File: src/include/pusa_regs.vh
// register map, field layout, reset values and timing for the strobe assignment block
`ifndef PUSA_REGS_VH
`define PUSA_REGS_VH

// --------------------------------------------------------------------
// register indices (byte address is four times the index)
// --------------------------------------------------------------------
`define PUSA_IDX_LDO_LS_SEL 6'h25
`define PUSA_IDX_GPO_SEL 6'h26
`define PUSA_IDX_UNLOCK 6'h10
`define PUSA_IDX_CONTROL 6'h11
`define PUSA_IDX_STATUS 6'h12

// --------------------------------------------------------------------
// reset values and unlock key
// --------------------------------------------------------------------
`define PUSA_RST_LDO_LS_SEL 8'h63
`define PUSA_RST_GPO_SEL 8'h03
`define PUSA_UNLOCK_KEY 8'h5A

// --------------------------------------------------------------------
// field positions
// --------------------------------------------------------------------
`define PUSA_F_LOW 3:0
`define PUSA_F_HIGH 7:4
`define PUSA_CTL_START 0
`define PUSA_CTL_DOWN 1
`define PUSA_CTL_MAN_LDO 4
`define PUSA_CTL_MAN_LS 5
`define PUSA_CTL_MAN_GENERAL_OUTPUT_ONE 6
`define PUSA_CTL_MAN_GENERAL_OUTPUT_THREE 7

// --------------------------------------------------------------------
// step codes and timing
// --------------------------------------------------------------------
`define PUSA_STEP_FIRST 4'h1
`define PUSA_STEP_SEQ_MIN 4'h3
`define PUSA_STEP_LAST 4'hA
`define PUSA_STEP_BACKUP_MAX 4'h2
`define PUSA_CLK_PERIOD_NS 20
`define PUSA_STEP_TIME_NS 2000
// reload of the step interval counter: 2000 ns at 20 ns, less the zero cycle
`define PUSA_STEP_RELOAD 8'h63
`define PUSA_RESP_OKAY 2'h0
`define PUSA_RESP_SLVERR 2'h2

`endif

File: src/logic/pusa_sequencer.v
// strobe-select registers and power-up step engine behind an axi4-lite slave
//
// The AXI4-Lite slave port was chosen for this implementation.
`timescale 1ns/1ns
`default_nettype none
`include "pusa_regs.vh"

// Operation
// - codes 3h..Ah enable output at that step
// - other codes leave output outside sequencer
// - register 0x26: general three high, one low
// - reset: general three unsequenced, load switch one step six, others step three
// - strobe-select writes accepted only after unlock
// - steps one, two only while seal clear
module pusa_sequencer
(
    input wire i_clock,
    input wire i_rst,
    input wire i_freshness_seal_flag,
    input wire [7:0] i_s_axi_awaddr,
    input wire i_s_axi_awvalid,
    output reg o_s_axi_awready,
    input wire [31:0] i_s_axi_wdata,
    input wire [3:0] i_s_axi_wstrb,
    input wire i_s_axi_wvalid,
    output reg o_s_axi_wready,
    output reg [1:0] o_s_axi_bresp,
    output reg o_s_axi_bvalid,
    input wire i_s_axi_bready,
    input wire [7:0] i_s_axi_araddr,
    input wire i_s_axi_arvalid,
    output reg o_s_axi_arready,
    output reg [31:0] o_s_axi_rdata,
    output reg [1:0] o_s_axi_rresp,
    output reg o_s_axi_rvalid,
    input wire i_s_axi_rready,
    output reg o_linear_regulator_one_en,
    output reg o_load_switch_one_en,
    output reg o_general_output_one_en,
    output reg o_general_output_three_en,
    output reg [9:0] o_step_strobe
);

// --------------------------------------------------------------------
// state codes
// --------------------------------------------------------------------
localparam [2:0] ST_IDLE = 3'b001; // waiting for a start request
localparam [2:0] ST_RUN = 3'b010; // walking through the steps
localparam [2:0] ST_DONE = 3'b100; // step ten passed; steps one and two are skipped if sealed

// --------------------------------------------------------------------
// storage
// --------------------------------------------------------------------
reg [7:0] ldo_ls_strobe_select; // low: linear reg, high: load switch one
reg [7:0] gpo_strobe_select; // low: general one, high: general three
reg [7:0] control; // start, down and manual enables
reg unlock_armed; // one protected write allowed
reg seal_meta; // first synchroniser stage
reg seal_sync; // seal flag, safe to use
reg [2:0] state; // one-hot sequencer state
reg [3:0] step; // step to issue next
reg [7:0] tick; // cycles until next step
reg [9:0] reached; // steps already issued
reg aw_held; // write address captured
reg w_held; // write data captured
reg [5:0] aw_idx; // captured write index
reg [7:0] w_byte; // captured low data byte
reg w_lane; // low byte lane was enabled
wire [5:0] ar_idx = i_s_axi_araddr[7:2]; // read index
wire [3:0] linear_reg_step_select = ldo_ls_strobe_select[`PUSA_F_LOW];
wire [3:0] load_switch_one_step_select = ldo_ls_strobe_select[`PUSA_F_HIGH];
wire [3:0] general_out_one_step_select = gpo_strobe_select[`PUSA_F_LOW];
wire [3:0] general_out_three_step_select = gpo_strobe_select[`PUSA_F_HIGH];

// --------------------------------------------------------------------
// decode of a step-select code against the issued steps
// --------------------------------------------------------------------
// codes outside 3h..Ah fall back to the manual bit
function out_enable;
    input [3:0] code;
    input [9:0] done;
    input manual;
    begin
        if (code >= `PUSA_STEP_SEQ_MIN && code <= `PUSA_STEP_LAST)
            out_enable = done[code - `PUSA_STEP_FIRST];
        else
            out_enable = manual;
    end
endfunction

// --------------------------------------------------------------------
// seal flag synchroniser
// --------------------------------------------------------------------
// the pin is asynchronous; only the second stage is read
always @(posedge i_clock)
begin
    if (i_rst)
    begin
        seal_meta <= 1'b0;
        seal_sync <= 1'b0;
    end
    else
    begin
        seal_meta <= i_freshness_seal_flag;
        seal_sync <= seal_meta;
    end
end

// --------------------------------------------------------------------
// axi4-lite write channel and register updates
// --------------------------------------------------------------------
// address and data are taken in either order; the response follows both
always @(posedge i_clock)
begin
    if (i_rst)
    begin
        o_s_axi_awready <= 1'b1;
        o_s_axi_wready <= 1'b1;
        o_s_axi_bvalid <= 1'b0;
        o_s_axi_bresp <= `PUSA_RESP_OKAY;
        aw_held <= 1'b0;
        w_held <= 1'b0;
        aw_idx <= 6'h00;
        w_byte <= 8'h00;
        w_lane <= 1'b0;
        ldo_ls_strobe_select <= `PUSA_RST_LDO_LS_SEL;
        gpo_strobe_select <= `PUSA_RST_GPO_SEL;
        control <= 8'h00;
        unlock_armed <= 1'b0;
    end
    else
    begin
        // start and down bits self-clear after one cycle
        control[`PUSA_CTL_START] <= 1'b0;
        control[`PUSA_CTL_DOWN] <= 1'b0;
        if (i_s_axi_awvalid && o_s_axi_awready)
        begin
            aw_held <= 1'b1;
            aw_idx <= i_s_axi_awaddr[7:2];
            o_s_axi_awready <= 1'b0;
        end
        if (i_s_axi_wvalid && o_s_axi_wready)
        begin
            w_held <= 1'b1;
            w_byte <= i_s_axi_wdata[7:0];
            w_lane <= i_s_axi_wstrb[0];
            o_s_axi_wready <= 1'b0;
        end
        if (aw_held && w_held && !o_s_axi_bvalid)
        begin
            o_s_axi_bvalid <= 1'b1;
            o_s_axi_bresp <= `PUSA_RESP_OKAY;
            aw_held <= 1'b0;
            w_held <= 1'b0;
            // any write other than the key ends the unlock
            unlock_armed <= 1'b0;
            case (aw_idx)
                `PUSA_IDX_UNLOCK:
                    unlock_armed <= w_lane && (w_byte == `PUSA_UNLOCK_KEY);
                `PUSA_IDX_LDO_LS_SEL:
                    if (!unlock_armed)
                        o_s_axi_bresp <= `PUSA_RESP_SLVERR;
                    else if (w_lane)
                        ldo_ls_strobe_select <= w_byte;
                `PUSA_IDX_GPO_SEL:
                    if (!unlock_armed)
                        o_s_axi_bresp <= `PUSA_RESP_SLVERR;
                    else if (w_lane)
                        gpo_strobe_select <= w_byte;
                `PUSA_IDX_CONTROL:
                    if (w_lane)
                        control <= w_byte;
                // status is read-only; a write is accepted and dropped
                `PUSA_IDX_STATUS: ;
                default: o_s_axi_bresp <= `PUSA_RESP_SLVERR;
            endcase
        end
        if (o_s_axi_bvalid && i_s_axi_bready)
        begin
            o_s_axi_bvalid <= 1'b0;
            o_s_axi_awready <= 1'b1;
            o_s_axi_wready <= 1'b1;
        end
    end
end

// --------------------------------------------------------------------
// axi4-lite read channel
// --------------------------------------------------------------------
always @(posedge i_clock)
begin
    if (i_rst)
    begin
        o_s_axi_arready <= 1'b1;
        o_s_axi_rvalid <= 1'b0;
        o_s_axi_rdata <= 32'h00000000;
        o_s_axi_rresp <= `PUSA_RESP_OKAY;
    end
    else if (i_s_axi_arvalid && o_s_axi_arready)
    begin
        o_s_axi_arready <= 1'b0;
        o_s_axi_rvalid <= 1'b1;
        o_s_axi_rresp <= `PUSA_RESP_OKAY;
        case (ar_idx)
            `PUSA_IDX_LDO_LS_SEL: o_s_axi_rdata <= {24'h000000, ldo_ls_strobe_select};
            `PUSA_IDX_GPO_SEL: o_s_axi_rdata <= {24'h000000, gpo_strobe_select};
            `PUSA_IDX_CONTROL: o_s_axi_rdata <= {24'h000000, control};
            // seal bit is raw state; software decides whether it means anything
            `PUSA_IDX_STATUS: o_s_axi_rdata <= {reached, 13'h0000, unlock_armed,
                seal_sync, state, step};
            `PUSA_IDX_UNLOCK: o_s_axi_rdata <= 32'h00000000;
            default:
            begin
                o_s_axi_rdata <= 32'h00000000;
                o_s_axi_rresp <= `PUSA_RESP_SLVERR;
            end
        endcase
    end
    else if (o_s_axi_rvalid && i_s_axi_rready)
    begin
        o_s_axi_rvalid <= 1'b0;
        o_s_axi_arready <= 1'b1;
    end
end

// --------------------------------------------------------------------
// step engine
// --------------------------------------------------------------------
// one step per interval, strictly ascending; a power-down request
// drops every sequenced step except the backup ones once sealed
always @(posedge i_clock)
begin
    if (i_rst)
    begin
        state <= ST_IDLE;
        step <= `PUSA_STEP_FIRST;
        tick <= 8'h00;
        reached <= 10'h000;
    end
    else if (control[`PUSA_CTL_DOWN])
    begin
        state <= ST_IDLE;
        step <= `PUSA_STEP_FIRST;
        tick <= 8'h00;
        // backup steps stay on while the seal flag is set
        reached <= seal_sync ? (reached & 10'h003) : 10'h000;
    end
    else
    begin
        case (state)
            // a start from idle or after the last step restarts at step one
            ST_IDLE, ST_DONE:
            begin
                if (control[`PUSA_CTL_START])
                begin
                    state <= ST_RUN;
                    step <= `PUSA_STEP_FIRST;
                    tick <= 8'h00;
                end
            end
            ST_RUN:
            begin
                if (tick != 8'h00)
                    tick <= tick - 8'h01;
                else
                begin
                    // steps one and two only run with the seal flag clear
                    if (step > `PUSA_STEP_BACKUP_MAX || !seal_sync)
                        reached[step - `PUSA_STEP_FIRST] <= 1'b1;
                    tick <= `PUSA_STEP_RELOAD;
                    if (step == `PUSA_STEP_LAST)
                        state <= ST_DONE;
                    else
                        step <= step + `PUSA_STEP_FIRST;
                end
            end
            default:
            begin
                state <= ST_IDLE;
            end
        endcase
    end
end

// --------------------------------------------------------------------
// output enables
// --------------------------------------------------------------------
// all outputs read the same issued-step vector, so outputs sharing a
// step switch on in the same cycle
always @(posedge i_clock)
begin
    if (i_rst)
    begin
        o_linear_regulator_one_en <= 1'b0;
        o_load_switch_one_en <= 1'b0;
        o_general_output_one_en <= 1'b0;
        o_general_output_three_en <= 1'b0;
        o_step_strobe <= 10'h000;
    end
    else
    begin
        o_linear_regulator_one_en <= out_enable(linear_reg_step_select, reached,
            control[`PUSA_CTL_MAN_LDO]);
        o_load_switch_one_en <= out_enable(load_switch_one_step_select, reached,
            control[`PUSA_CTL_MAN_LS]);
        o_general_output_one_en <= out_enable(general_out_one_step_select, reached,
            control[`PUSA_CTL_MAN_GENERAL_OUTPUT_ONE]);
        o_general_output_three_en <= out_enable(general_out_three_step_select, reached,
            control[`PUSA_CTL_MAN_GENERAL_OUTPUT_THREE]);
        o_step_strobe <= reached;
    end
end

endmodule // pusa_sequencer
`default_nettype wire

File: config.mk
export PLATFORM = sky130hd
export DESIGN_NAME = pusa_sequencer
export DESIGN_NICKNAME = d
export VERILOG_FILES = /design/src/logic/pusa_sequencer.v
export VERILOG_INCLUDE_DIRS = /design/src /design/src/include
export SDC_FILE = /design/constraint.sdc
export NUM_CORES = 1
export LEC_CHECK = 0
export BUFFER_PORTS_ARGS = -buffer_cell sky130_fd_sc_hd__buf_2
export CAP_MARGIN = 20
export CORE_ASPECT_RATIO = 1.25
export CORE_MARGIN = 2
export CORE_UTILIZATION = 30
export DETAILED_ROUTE_END_ITERATION = 12
export MAX_ROUTING_LAYER = met4
export PLACE_DENSITY_LB_ADDON = 0.2
export SYNTH_ARGS = -nofsm -noshare
export SYNTH_HDL_FRONTEND = slang
export SYNTH_SLANG_ARGS = --single-unit
export TNS_END_PERCENT = 50
File: constraint.sdc
create_clock -name i_clock -period 2.8 [get_ports i_clock]
set_input_delay 0.7 -clock i_clock [delete_from_list [all_inputs] [get_ports i_clock]]
set_output_delay 0.7 -clock i_clock [all_outputs]
set_load 0.005 [all_outputs]
==> results.yml <==
clocking:
  clk_pin_slew_worst_paths_ps: 80
  ctsHoldBuffers: 0
  cts_tree: "yes"
  clk_latency_ps: 360
  cts_buffers: 9
  cts_sinks: 109
  htreeDepth: 3
  cts.repair.resized: 0
  cts_setup_buffers: 0
  ctsLongestPathBuffers: 2
  cts_root_buffer: "clkbuf_16"
place:
  gp_congestion: 0.830
  dp.cells: 857
  hpwl_microns: 10800
  io_buffers: 68
  place_area_sq_mm: 0.00582
die:
  core_sq_mm: 0.0174
  num_rows: 54
  die_x_microns: 123
  pin_count: 115
  start_util_pct: 30.5
  design.die.area_sq_mm: 0.0188
  die_h_microns: 153
synth:
  synth_cell_types: 66
  synth_top_area_cell: "dfxtp_1"
  seq_area_frac_synth_pct: 41.0
  synthArstFlopShare_pct: 0
  syn_inst: 587
  synth_top_area_share_pct: 41.0
  ys_ff_latch: 109
  postSynthAreaPerCell_sq_um: 9.06
  synth_edf_count: 0
  synth.cell_area_sq_mm: 0.00532
  synthTopCellsByArea: "dfxtp_1, ha_1, mux2i_1"
  yosysWarnings: 0
  ys.flop_type: "dfxtp_1"
job:
  max_cap_violations: 0
timing:
  worstMarginPinSlew_ps: 711
  max_clock_freq_ghz: 0.454
  hold_violations: 0
  post-route-period-util_pct: 78.6
  report.final.slew_viol_count: 0
  totalNegativeSetupSlack_ps: 0
  finalSetupViolCount: 0
  slew_headroom_pct: 52.5
  finClkSkew_ps: 10.1
  finalCriticalPeriod_ps: 2200
  rsz0062_at_grt: "no"
  worst_hold_slack_ps: 445
global_route:
  grt_usage_pct: 16.4
  antenna_found_initial: 0
  grt_max_degree: 35
  grt_pass1_vias: 4468
  grt_pass1_wl_microns: 23700
  grt_overflow: 0
worst_setup_path:
  rrSetupSlack_ps: 600
  end_kind: "flip-flop"
  worst-path-max-fanout: 8
  cp_slowest_stage_delay_ps: 520
  path_class: "flip-flop to flip-flop"
  cp_data_required_time_ps: 3090
  cp_cell_sequence: "inv_1, ha_1, nor3b_1, a31oi_1, nor2_1, a32o_1"
  critPathArrivalTime_ps: 2500
  cp_top_family: "simple AND/OR/NAND/NOR gates"
  timing.critical_path.buf_inv: 1
  rr_endpoint: "reached[5]$_SDFFE_PP0P_"
  reg2reg_depth: 6
  r2r_start: "tick[0]$_SDFFE_PP0P_"
  slowest_stage: "nor3b_1"
  cp-start-kind: "flip-flop"
drt:
  vias_per_cell: 5.24
  drt_iter0_markers: 293
  drt_wl_total_microns: 14700
  ant_nets: 0
  first_pass_iters: 6
  via_count: 4574
  drc: 0
  avgRoutedWirePerCell_microns: 16.9
finish:
  final_cells: 873
  final_area_sq_mm: 0.00614
  antennaDiodeCount: 0
  nets: 723
  area_growth_pct: 15.5
  fillers: 1820
  layout-drive-gt1-share_pct: 17.6
hold_path:
  hold_depth: 1
  hold_start: "seal_meta$_SDFF_PP0_"
  hold_class: "flip-flop to flip-flop"
  holdPathEnd: "seal_sync$_SDFF_PP0_"
power:
  p_total_w: 0.00312
  vdd_drop_max_mv: 0.254
  power_density_mw_per_mm2: 509
  cellLeakagePower_nw: 2.51
outcome:
  status: "complete, no violations"
==> cell usage after synthesis (all sizes together), types with 7 or more instances <==
master	n
nand2b	9
a21oi	37
mux2i	20
clkbuf	16
inv	24
nor2	47
a211o	11
mux4	8
a32o	9
nor3	10
a22oi	9
a31oi	11
nand2	47
ha	19
nand4	8
nand3	29
o21ai	19
a222oi	8
dfxtp	109
nor2b	19
or4	7
buf	28
==> per-stage QoR <==
step / setup WS, ps / utilization, %
final: 598 / 35.2
after global routing: 359 / 35.2
after CTS: 599 / 35.2
after detailed placement: 540 / 33.4
after global placement: 572 / 33.4
after floorplan: 635 / -
==> registers in the layout (all words and copies together) (netlist names), 3 cells and up <==
| register | count |
|---|---|
| o_s_axi_rdata | 19 |
| state | 3 |
| w_byte | 8 |
| aw_idx | 6 |
| ldo_ls_strobe_select | 8 |
| step | 4 |
| gpo_strobe_select | 8 |
| o_step_strobe | 10 |
| control | 8 |
| tick | 8 |
| reached | 10 |
==> power by group <==
group	switching, W	internal, W	total [W]
Sequential	0.0000246	0.00157	0.00160
Clock	0.000656	0.000720	0.00138
Combinational	0.0000944	0.0000557	0.000150
Total	0.000775	0.00235	0.00312
==> cell type report <==
cell class                      instances  area [sq um]  share of cell area (%)
Clock inverter                          7          92.6                    1.51
Inverter                               24          90.1                    1.47
Clock buffer                            9           225                    3.67
Tap cell                              224           280                    4.56
Sequential cell                       109          2180                    35.5
Multi-Input combinational cell        424          2870                    46.7
Timing Repair Buffer                   76           400                    6.52
==> logic make-up (layout without fill, tap and decap cells) <==
logic type,count (synthesis),after routing,share of synthesized area [%]
adders and majority gates,19,19,4.47
and+or+nand+nor,212,212,21.5
other,1,15,0.0705
buffers and inverters,68,116,6.00
xor gates and xnor gates,6,6,0.988
AOI/OAI and AO/OA,144,144,18.8
DFF,109,109,41.0
muxes,28,28,7.15
==> layout by cell type (no fill, tap or decap), types with 6 or more instances in the layout <==
cell type,netlist,layout
a222oi_1,8,8
o21ai_0,19,19
nor2_1,47,47
conb_1,1,15
or4_1,6,6
clkbuf_16,0,9
dfxtp_1,109,109
inv_1,24,24
mux2i_1,20,20
nor3_1,9,9
o31ai_1,6,6
nor2b_1,19,19
a31oi_1,11,11
nand4_1,8,8
nand2_1,47,47
buf_4,15,8
buf_2,6,68
nand3_1,29,29
mux4_2,8,8
a21oi_1,36,36
a22oi_1,9,9
nand2b_1,9,9
a211o_1,11,11
ha_1,19,19
a32o_1,9,9
==> per-layer routing <==
layer | vias to the layer above | part of all wire (%) | GRT usage, %
met1 | 2173 | 45 | 21.3
li1 | 2234 | - | -
met3 | 27 | 4.6 | 2.28
met4 | 0 | 2.3 | 5.68
met2 | 140 | 48 | 26.1
met5 | - | 0 | -
==> worst max-delay path by stage <==
stage / from / to / slack (ps) / cells past startpoint
6_report: tick[0]$_SDFFE_PP0P_ / reached[5]$_SDFFE_PP0P_ / 600 / 6
2_1_floorplan: i_s_axi_araddr[4] / o_s_axi_rdata[29]$_SDFFE_PP0P_ / 640 / 5
3_3_place_gp: i_s_axi_araddr[4] / o_s_axi_rdata[24]$_SDFFE_PP0P_ / 570 / 6
4_1_cts: tick[0]$_SDFFE_PP0P_ / step[3]$_SDFFE_PP0P_ / 600 / 6
3_5_place_dp: i_s_axi_araddr[4] / o_s_axi_rdata[30]$_SDFFE_PP0P_ / 540 / 6
5_1_grt: tick[1]$_SDFFE_PP0P_ / step[3]$_SDFFE_PP0P_ / 360 / 6
Power figures use the tool's default switching activity.
